<file path="config.mk">
export PLATFORM = sky130hd
export DESIGN_NAME = pfm_port0_mux
export DESIGN_NICKNAME = d
export VERILOG_FILES = /design/src/pfm_pkg.sv /design/src/pfm_edge_det.sv /design/src/pfm_port0_mux.sv
export SDC_FILE = /design/constraint.sdc
export NUM_CORES = 1
export LEC_CHECK = 0
export ABC_AREA = 1
export BUFFER_PORTS_ARGS = -buffer_cell sky130_fd_sc_hd__clkbuf_2
export CAP_MARGIN = 40
export CORE_MARGIN = 1.5
export CORE_UTILIZATION = 47
export DETAILED_ROUTE_END_ITERATION = 10
export GPL_TIMING_DRIVEN = 0
export PLACE_DENSITY = 0.81
export SLEW_MARGIN = 15
export SYNTH_ARGS = -nofsm -noshare
export SYNTH_HDL_FRONTEND = slang
export SYNTH_SLANG_ARGS = --single-unit
</file>
<file path="constraint.sdc">
create_clock -name i_clk -period 1.1 [get_ports i_clk]
set_input_delay 0.055 -clock i_clk [delete_from_list [all_inputs] [get_ports i_clk]]
set_output_delay 0.055 -clock i_clk [all_outputs]
set_load 0.01 [all_outputs]
</file>
<file path="src/pfm_pkg.sv">
package pfm_pkg;
   localparam int PFM_NPINS = 3;
   localparam int PFM_PIN_ZERO = 0;
   localparam int PFM_PIN_ONE = 1;
   localparam int PFM_PIN_TWO = 2;
   // reset values: all port mode, all inputs, no pull-ups
   localparam logic [2:0] PFM_MODE_RST = 3'h0;
   localparam logic [2:0] PFM_DIR_RST = 3'h7;
   localparam logic [2:0] PFM_PU_RST = 3'h0;
   localparam logic [2:0] PFM_OUT_RST = 3'h0;
   localparam logic [2:0] PFM_OE_RST = 3'h0;
   localparam logic [1:0] PFM_ROUTE_RST = 2'h0;
   // input_route_select bits
   localparam int PFM_ROUTE_TIMER_H1_WAVE_OUT = 0;
   localparam int PFM_ROUTE_TIMER51_COUNT_IN = 1;
   typedef enum logic [1:0] {
      PFM_EDGE_NONE = 2'h0,
      PFM_EDGE_RISE = 2'h1,
      PFM_EDGE_FALL = 2'h2,
      PFM_EDGE_BOTH = 2'h3
   } pfm_edge_t;
endpackage : pfm_pkg

</file>
<file path="src/pfm_edge_det.sv">
`timescale 1ns/1ps
module pfm_edge_det
   import pfm_pkg::*;
(
   // clock and reset
   input wire logic i_clk,
   input wire logic i_reset_n,
   // pin side
   input wire logic i_pin,
   input wire logic i_enable,
   input wire logic [1:0] i_edge_sel,
   // outputs
   output logic o_level,
   output logic o_event
);
   logic [2:0] sync_q;
   logic [2:0] sync_d;
   logic level_q;
   logic level_d;
   logic event_q;
   logic event_d;
   logic rise;
   logic fall;

   always_comb begin
      sync_d = {sync_q[1:0], i_pin};
      level_d = level_q;
      rise = 1'b0;
      fall = 1'b0;
      // change counts once second and third stages agree
      if (sync_q[2] == sync_q[1]) begin
         level_d = sync_q[2];
         rise = sync_q[2] & ~level_q;
         fall = ~sync_q[2] & level_q;
      end
      case (pfm_edge_t'(i_edge_sel))
         PFM_EDGE_RISE: event_d = i_enable & rise;
         PFM_EDGE_FALL: event_d = i_enable & fall;
         PFM_EDGE_BOTH: event_d = i_enable & (rise | fall);
         default: event_d = 1'b0;
      endcase
   end

   always_ff @(posedge i_clk or negedge i_reset_n) begin
      if (!i_reset_n) begin
         sync_q <= 3'h0;
         level_q <= 1'b0;
         event_q <= 1'b0;
      end else begin
         sync_q <= sync_d;
         level_q <= level_d;
         event_q <= event_d;
      end
   end

   assign o_level = level_q;
   assign o_event = event_q;
endmodule : pfm_edge_det

</file>
<file path="src/pfm_port0_mux.sv">
`timescale 1ns/1ps
module pfm_port0_mux
   import pfm_pkg::*;
#(
   parameter int NPINS = PFM_NPINS
) (
   // clock and reset
   input wire logic i_clk,
   input wire logic i_reset_n,
   // software configuration
   input wire logic [NPINS-1:0] i_control_mode,
   input wire logic [NPINS-1:0] i_port_direction_reg,
   input wire logic [NPINS-1:0] i_pullup_select_reg,
   input wire logic [NPINS-1:0] i_port_latch,
   input wire logic [1:0] i_input_route_select,
   input wire logic [1:0] i_irq_zero_edge_sel,
   input wire logic [1:0] i_irq_five_edge_sel,
   // board pins
   input wire logic [NPINS-1:0] i_pin,
   output logic [NPINS-1:0] o_pin,
   output logic [NPINS-1:0] o_pin_oe,
   output logic [NPINS-1:0] o_pin_pullup,
   // peripheral outputs toward pins
   input wire logic i_timer00_wave_out,
   input wire logic i_timer_h1_wave_out,
   // peripheral inputs from pins
   output logic [NPINS-1:0] o_port_read,
   output logic o_timer00_clock_capture_in,
   output logic o_timer00_capture_in,
   output logic o_timer51_count_in,
   output logic o_ext_irq_line_zero,
   output logic o_ext_irq_line_five,
   output logic o_serial_slave_select_n
);
   logic [NPINS-1:0] mode_q;
   logic [NPINS-1:0] mode_d;
   logic [NPINS-1:0] dir_d;
   logic [NPINS-1:0] pu_q;
   logic [NPINS-1:0] pu_d;
   logic [NPINS-1:0] out_q;
   logic [NPINS-1:0] out_d;
   logic [NPINS-1:0] oe_q;
   logic [NPINS-1:0] oe_d;
   logic [1:0] route_q;
   logic [1:0] route_d;
   logic [NPINS-1:0] level;
   logic [NPINS-1:0] ctl_out_fn;
   logic [NPINS-1:0] ctl_out_val;
   logic [NPINS-1:0] irq_evt;
   logic [NPINS-1:0] irq_en;
   logic [1:0] irq_sel [NPINS];

   // per-pin three-stage sampler; only pins zero and two carry interrupts
   assign irq_sel[PFM_PIN_ZERO] = i_irq_zero_edge_sel;
   assign irq_sel[PFM_PIN_ONE] = PFM_EDGE_NONE;
   assign irq_sel[PFM_PIN_TWO] = i_irq_five_edge_sel;
   assign irq_en[PFM_PIN_ZERO] = mode_q[PFM_PIN_ZERO];
   assign irq_en[PFM_PIN_ONE] = 1'b0;
   assign irq_en[PFM_PIN_TWO] = mode_q[PFM_PIN_TWO];

   genvar g;
   generate
      for (g = 0; g < NPINS; g++) begin : g_pin
         pfm_edge_det u_det (
            .i_clk(i_clk),
            .i_reset_n(i_reset_n),
            .i_pin(i_pin[g]),
            .i_enable(irq_en[g]),
            .i_edge_sel(irq_sel[g]),
            .o_level(level[g]),
            .o_event(irq_evt[g])
         );
      end
   endgenerate

   always_comb begin
      // which pins carry a peripheral output
      ctl_out_fn = '0;
      ctl_out_val = '0;
      // timer 00 wave on pin one
      // direction bit still rules pin one, so the board can drive a capture trigger
      ctl_out_fn[PFM_PIN_ONE] = ~i_port_direction_reg[PFM_PIN_ONE];
      ctl_out_val[PFM_PIN_ONE] = i_timer00_wave_out;
      // timer H1 wave only when routed to pin zero
      // unregistered route bit keeps the enable in step with the mode bit
      if (i_input_route_select[PFM_ROUTE_TIMER_H1_WAVE_OUT]) begin
         ctl_out_fn[PFM_PIN_ZERO] = 1'b1;
         ctl_out_val[PFM_PIN_ZERO] = i_timer_h1_wave_out;
      end
   end

   // configuration group
   always_comb begin
      mode_d = i_control_mode;
      dir_d = i_port_direction_reg;
      // pull-up only meaningful on an input in port mode
      pu_d = i_pullup_select_reg & ~mode_d & dir_d;
      route_d = i_input_route_select;
   end

   // reset leaves every pin a port-mode input
   always_ff @(posedge i_clk or negedge i_reset_n) begin
      if (!i_reset_n) begin
         mode_q <= PFM_MODE_RST;
         pu_q <= PFM_PU_RST;
         route_q <= PFM_ROUTE_RST;
      end else begin
         mode_q <= mode_d;
         pu_q <= pu_d;
         route_q <= route_d;
      end
   end

   // pin driver group
   always_comb begin
      oe_d = '0;
      out_d = '0;
      for (int i = 0; i < NPINS; i++) begin
         if (mode_d[i]) begin
            oe_d[i] = ctl_out_fn[i];
            out_d[i] = ctl_out_val[i];
         end else begin
            oe_d[i] = ~dir_d[i];
            out_d[i] = i_port_latch[i];
         end
      end
   end

   // no pin driven out of reset
   always_ff @(posedge i_clk or negedge i_reset_n) begin
      if (!i_reset_n) begin
         out_q <= PFM_OUT_RST;
         oe_q <= PFM_OE_RST;
      end else begin
         out_q <= out_d;
         oe_q <= oe_d;
      end
   end

   assign o_pin = out_q;
   assign o_pin_oe = oe_q;
   assign o_pin_pullup = pu_q;
   assign o_port_read = level;
   // pin zero gives timer 00 count clock and both capture triggers
   assign o_timer00_clock_capture_in = mode_q[PFM_PIN_ZERO] & level[PFM_PIN_ZERO];
   // pin one triggers the first capture register only
   assign o_timer00_capture_in = mode_q[PFM_PIN_ONE] & level[PFM_PIN_ONE];
   // timer 51 count clock, only when routed
   assign o_timer51_count_in = mode_q[PFM_PIN_ZERO] & route_q[PFM_ROUTE_TIMER51_COUNT_IN]
      & level[PFM_PIN_ZERO];
   assign o_ext_irq_line_zero = irq_evt[PFM_PIN_ZERO];
   assign o_ext_irq_line_five = irq_evt[PFM_PIN_TWO];
   // select held inactive (high) unless in control mode
   assign o_serial_slave_select_n = ~mode_q[PFM_PIN_TWO] | level[PFM_PIN_TWO];
endmodule : pfm_port0_mux

</file>
==> flow_metrics.py, run 1 <==
metrics = {
    "global_routing": {
        "grt_pass1_wl_um": 3350,
        "grt_max_degree": 28,
        "grt_use_total": 0.237,
        "grt_overflow": 0,
        "antenna_found_initial": 0,
        "first_global_vias": 772,
    },
    "die": {
        "row_count": 15,
        "core_area_um2": 1780,
        "dieArea_um2": 2240,
        "start_util": 0.517,
        "die_h_um": 47.3,
        "ioPinCount": 43,
        "die_w_um": 47.3,
    },
    "cts": {
        "ctsHtreeMaxLevel": 1,
        "cts_tree": "built",
        "clkTransAtPathRegs_ns": 0.14,
        "cts.root.buffer_cell": "clkbuf_4",
        "cts_sinks": 27,
        "numCtsBuffers": 3,
        "clk_path_buf_depth": 2,
        "clkLatencyLatePin_ns": 0.33,
    },
    "sta": {
        "final_hold_viol_count": 1,
        "skew_ns": 0.00278,
        "whs_ns": -0.00181,
        "maxSlewViolCount": 0,
        "period_minus_slack_ns": 1.08,
        "max_clock_freq_ghz": 0.922,
        "setup_slack_ns": 0.0157,
        "tns_ns": 0,
        "rsz0062_at_grt": "yes",
        "slew_headroom": 0.588,
        "setup_viol": 0,
        "tightest_slew_ns": 0.619,
        "fin_crit_sh": 0.986,
    },
    "logic_synthesis": {
        "synth_top_family_by_area": "simple AND/OR/NAND/NOR gates",
        "synth-xor-area-share": 0,
        "async_flop_share": 1.00,
        "yosys.area_share.simple": 0.147,
        "syn-mean-instance-area_um2": 10.7,
        "ys.flop_type": "dfrtp_1",
        "ys_warn_count": 0,
        "synthTopCellsByCount": "dfrtp_1, nand2_1, inv_1, nor2_1, a21oi_1",
        "synthTopCellsByArea": "dfrtp_1, nand2_1, inv_1",
        "netlist.area_leader.share": 0.733,
        "synth_fa_ha_area_frac": 0,
        "synth-seq-cells": 27,
        "muxShareOfSynthArea": 0,
        "yosysMostFrequentCell": "dfrtp_1",
        "synth_cells": 86,
        "synth_cell_types": 9,
        "syn-num-nets": 111,
        "yosysSeqAreaShare": 0.733,
        "synth-edff-count": 0,
        "synth_compound_area_frac": 0.0434,
        "synth_area_um2": 922,
        "synth_top_area_cell": "dfrtp_1",
    },
    "job": {
        "cap_violations": 0,
    },
    "finish": {
        "drive_above_1_share": 0.351,
        "fill_cells": 120,
        "diodes": 0,
        "layout.nets": 180,
        "syn_to_final_growth_pct": 54.3,
    },
    "critical_path": {
        "reg2reg_from": "g_pin[2].u_det.sync_q[2]$_DFF_PN0_",
        "r2r_end": "g_pin[2].u_det.o_event$_DFF_PN0_",
        "path_cells": "buf_6, buf_6",
        "worstSetupPathType": "reg -> out",
        "cp-endpoint": "o_port_read[2]",
        "start_kind": "flip-flop",
        "rrSetupSlack_ns": 0.26,
        "worstSetupStartpoint": "g_pin[2].u_det.o_level$_DFFE_PN0N_",
        "cp.required_ns": 1.04,
        "critPathMaxStageDelay_ns": 0.46,
        "r2r_cells": 5,
        "crit_fanout": 4,
        "cp-end-kind": "output pin",
        "crit_top_cell": "buf_6",
        "critPathArrivalTime_ns": 1.03,
        "critPathSlowestCell": "dfrtp_2",
    },
    "detailed_routing": {
        "totalWireLength_um": 2230,
        "drt_iter0_drc": 9,
        "wl_per_cell_um": 12.5,
        "vias_per_cell": 4.45,
        "vias": 797,
        "drt_pass1_iterations": 4,
        "wl_met3_um": 109,
        "top_layer_used": "met4",
        "met1_length_um": 788,
        "ant_nets": 0,
        "drc_errors": 0,
        "wl_met2_um": 1280,
    },
    "placement": {
        "place.gp.congestion": 0.739,
        "place_ws_ns": 0.296,
        "io_buffers": 42,
        "dp_hpwl_um": 1220,
    },
    "pwr": {
        "p_leak_nw": 0.791,
        "p_per_area_nw_per_um2": 1290,
        "max-vdd-ir-drop_mv": 1.07,
    },
    "outcome": {
        "violations": "negative hold slack",
        "outcome": "finished, violations left",
    },
    "worst_hold_path": {
        "hp-class": "in -> reg",
    },
}
sequential cells by signal (all words and copies together) (netlist names):
name and cells:
o_pin_oe 3, route_q 1, g_pin.u_det.sync_q 9, o_pin 3, mode_q 3, g_pin.u_det.o_level 3, o_pin_pullup 3, g_pin.u_det.o_event 2
report_power, final:
part / total (mW) / internal, mW / leakage, nW / switching [mW]
clock network: 0.433 / 0.140 / 0.0139 / 0.293
logic: 0.308 / 0.166 / 0.450 / 0.142
registers: 1.09 / 1.05 / 0.328 / 0.0353
total: 1.83 / 1.36 / 0.791 / 0.471
cell usage in the layout (no fill, tap or decap):
| cell type | synthesis | routed |
|---|---|---|
| a21oi_1 | 5 | 5 |
| buf_2 | 0 | 1 |
| buf_4 | 3 | 3 |
| buf_6 | 0 | 2 |
| clkbuf_2 | 0 | 40 |
| clkbuf_4 | 0 | 3 |
| clkinvlp_4 | 0 | 1 |
| dfrtp_1 | 27 | 26 |
| dfrtp_2 | 0 | 1 |
| dlygate4sd3_1 | 0 | 21 |
| inv_1 | 11 | 10 |
| inv_2 | 2 | 3 |
| nand2_1 | 22 | 22 |
| nand3_1 | 3 | 3 |
| nor2_1 | 10 | 10 |
| o21ai_0 | 3 | 3 |
per-layer routing:
metal,GRT usage,vias to the layer above
li1,-,390
met1,0.253,373
met2,0.419,28
met3,0.0654,6
met4,0.128,0
met5,0,-
cell type report:
type	count	area, µm²	area share
Buffer	3	26.3	0.0185
Clock buffer	3	22.5	0.0158
Clock inverter	1	7.51	0.00528
Inverter	13	48.8	0.0343
Multi-Input combinational cell	43	175	0.123
Sequential cell	27	677	0.476
Tap cell	25	31.3	0.0220
Timing Repair Buffer	64	434	0.305
worst max-delay path: cells and delay by family, from the launching register on:
family   cells  cell delay [ns]
buf+inv      2             0.23
flops        1             0.46
through the flow:
| stage | area (µm²) | hold slack, ns | power, mW | utilization | cells |
|---|---|---|---|---|---|
| after floorplan | 922 | -0.241 | 1.20 | - | 86 |
| after global placement | 1160 | 0.0994 | 1.32 | 0.653 | 153 |
| after detailed placement | 1160 | 0.101 | 1.33 | 0.653 | 153 |
| after CTS | 1410 | 0.00671 | 1.81 | 0.792 | 179 |
| after global routing | 1420 | 0.00663 | 1.93 | 0.798 | 179 |
| final | 1420 | -0.00181 | 1.83 | 0.798 | 179 |
logic make-up after synthesis:
logic type	after synthesis
DFF	27
and+or+nand+nor	35
buffers and inverters	16
AOI/OAI and AO/OA	8
worst min path at each step:
stage / startpoint / endpoint / slack (ns) / cells past startpoint
after CTS: i_irq_zero_edge_sel[0] / g_pin[0].u_det.o_event$_DFF_PN0_ / 0.007 / 5
after global placement: i_reset_n / o_pin_oe[2]$_DFF_PN0_ / 0.1 / 1
after floorplan: i_reset_n / g_pin[0].u_det.o_event$_DFF_PN0_ / -0.24 / 0
final: i_irq_zero_edge_sel[1] / g_pin[0].u_det.o_event$_DFF_PN0_ / -0.002 / 5
after global routing: i_irq_zero_edge_sel[1] / g_pin[0].u_det.o_event$_DFF_PN0_ / 0.007 / 5
after detailed placement: i_reset_n / o_pin[2]$_DFF_PN0_ / 0.10 / 1
what timing repair did:
action / 4_1_cts / 5_1_grt
pin swaps: 0 / 0
hold endpoints to repair: 43 / 1
hold buffers: 21 / 1
gates resized for setup: 0 / 6
buffers inserted: 1 / 0
endpoints found under the setup margin: 1 / 6
No activity file was read; power rests on OpenSTA's default activity.
==> inputs of run 2 (changes only) <==
- CORE_MARGIN: 1.5 -> 4
- CORE_UTILIZATION: 47 -> 44
- PLACE_DENSITY: 0.81 -> 0.76
- clock period: 1.1 -> 1 ns (I/O delays scaled with it)
==> run 2 against run 1 <==
Net effect:
- the flow finishes with violations (negative setup slack)
- routed wire length down 14%
- final area down 0.35%
- via count down 3.9%
- critical path type unchanged
- critical endpoint is now o_timer51_count_in
- largest cell class unchanged
- largest power group unchanged
==> flow_metrics.py, run 2 (same netlist as run 1, synthesis figures left out) <==
metrics = {
    "cts": {
        "numCtsBuffers": 3,
        "cts.root.buffer_cell": "clkbuf_4",
        "clkLatencyLatePin_ns": 0.30,
        "cts_sinks": 27,
        "ctsHtreeMaxLevel": 1,
        "clk_path_buf_depth": 2,
        "cts_tree": "built",
        "clkTransAtPathRegs_ns": 0.13,
    },
    "critical_path": {
        "crit_family": "flip-flops",
        "start_kind": "flip-flop",
        "crit_fanout": 3,
        "path_buf_inv": 1,
        "cp-end-kind": "output pin",
        "cp.required_ns": 0.95,
        "critPathMaxStageDelay_ns": 0.40,
        "worstSetupPathType": "reg -> out",
        "critPathArrivalTime_ns": 1.00,
        "critPathSlowestCell": "dfrtp_1",
        "path_cells": "nand2_1, nor2_1, buf_2",
    },
    "sta": {
        "tightest_slew_ns": 0.622,
        "final_hold_viol_count": 0,
        "setup_slack_ns": -0.0473,
        "maxSlewViolCount": 0,
        "rsz0062_at_grt": "yes",
        "tns_ns": -0.164,
        "period_minus_slack_ns": 1.05,
        "whs_ns": 0.0179,
        "slew_headroom": 0.585,
        "skew_ns": 0.000463,
        "max_clock_freq_ghz": 0.955,
        "fin_crit_sh": 1.05,
        "setup_viol": 5,
    },
    "global_routing": {
        "use_met2": 0.286,
        "grt_use_total": 0.164,
        "grt_overflow": 0,
        "antenna_found_initial": 0,
        "grt_pass1_wl_um": 3310,
        "grt.busiest_layer": "met2",
        "grt_util_met1": 0.195,
        "first_global_vias": 752,
        "grt.met3_usage": 0.0360,
        "grt_max_degree": 28,
    },
    "detailed_routing": {
        "ant_nets": 0,
        "drt_pass1_iterations": 5,
        "vias": 766,
        "totalWireLength_um": 1930,
        "drt_iter0_drc": 8,
        "wl_per_cell_um": 10.7,
        "vias_per_cell": 4.26,
        "drc_errors": 0,
    },
    "placement": {
        "place_area_um2": 1170,
        "place_ws_ns": 0.198,
        "io_buffers": 42,
        "dp_hpwl_um": 1240,
        "place.gp.congestion": 0.707,
    },
    "pwr": {
        "p_leak_nw": 0.790,
        "power.total_mw": 1.96,
        "p_per_area_nw_per_um2": 1380,
        "max-vdd-ir-drop_mv": 1.11,
    },
    "finish": {
        "layout.nets": 179,
        "syn_to_final_growth_pct": 53.7,
        "largest_reg_flops": 9,
        "regMostFlops": "g_pin.u_det.sync_q",
        "diodes": 0,
        "design_area_um2": 1420,
        "drive_above_1_share": 0.346,
        "final_common_cell": "clkbuf_2",
        "layout_common_cells": "clkbuf_2, dfrtp_1, nand2_1",
    },
    "die": {
        "dieArea_um2": 2890,
        "core_area_um2": 1980,
        "die_w_um": 53.8,
        "start_util": 0.465,
        "die_h_um": 53.8,
        "row_count": 16,
        "ioPinCount": 43,
    },
    "job": {
        "cap_violations": 0,
    },
    "worst_hold_path": {
        "hp-class": "in -> reg",
    },
    "outcome": {
        "violations": "negative setup slack",
        "outcome": "finished, violations left",
    },
}
==> run 2: worst reg2reg max path, stage by stage (launching register included) <==
cell     delay, ns
dfrtp_1       0.43
buf_4         0.15
inv_1         0.04
nand2_1       0.04
nand2_1       0.06
nor2_1        0.04
==> run 2: what timing repair did <==
action,4_1_cts,5_1_grt
gates resized for setup,0,8
setup buffers,1,1
pin swaps,1,1
hold endpoints to repair,43,0
setup endpoints to repair,6,6
hold buffers,20,0
cloned,0,0
==> run 2: through the flow <==
stage,util,std cells
floorplan,-,86
global placement,0.588,155
detailed placement,0.588,155
CTS,0.703,179
global route,0.715,180
finish,0.715,180
==> run 2: worst paths after layout <==
check	startpoint	end	slack, ns	cells after the start
max in group asynchronous	i_reset_n	g_pin[2].u_det.o_level$_DFFE_PN0N_	0.27	2
worst min-delay path	i_irq_zero_edge_sel[0]	g_pin[0].u_det.o_event$_DFF_PN0_	0.02	5
worst max-delay path	g_pin[0].u_det.o_level$_DFFE_PN0N_	o_timer51_count_in	-0.05	3
worst max register to register	g_pin[0].u_det.o_level$_DFFE_PN0N_	g_pin[0].u_det.o_event$_DFF_PN0_	0.16	5
min in group asynchronous	i_reset_n	o_pin[0]$_DFF_PN0_	0.29	2
worst min register to register	g_pin[0].u_det.sync_q[0]$_DFF_PN0_	g_pin[0].u_det.sync_q[1]$_DFF_PN0_	0.36	0
==> run 2: final cells by class <==
| type | count | area, µm² |
|---|---|---|
| Buffer | 2 | 18.8 |
| Clock buffer | 4 | 26.3 |
| Fill cell | 145 | 564 |
| Inverter | 13 | 48.8 |
| Multi-Input combinational cell | 43 | 175 |
| Sequential cell | 27 | 677 |
| Tap cell | 27 | 33.8 |
| Timing Repair Buffer | 64 | 438 |
==> run 2: metal layers <==
metal  up-vias  part of all wire
met4         0             0.013
met5         -                 0
met3         2             0.041
met2        20              0.57
met1       355              0.37
li1        389                 -
==> run 2: where the power goes <==
group	internal [mW]	switching (mW)
logic	0.185	0.151
clock network	0.155	0.270
registers	1.16	0.0376
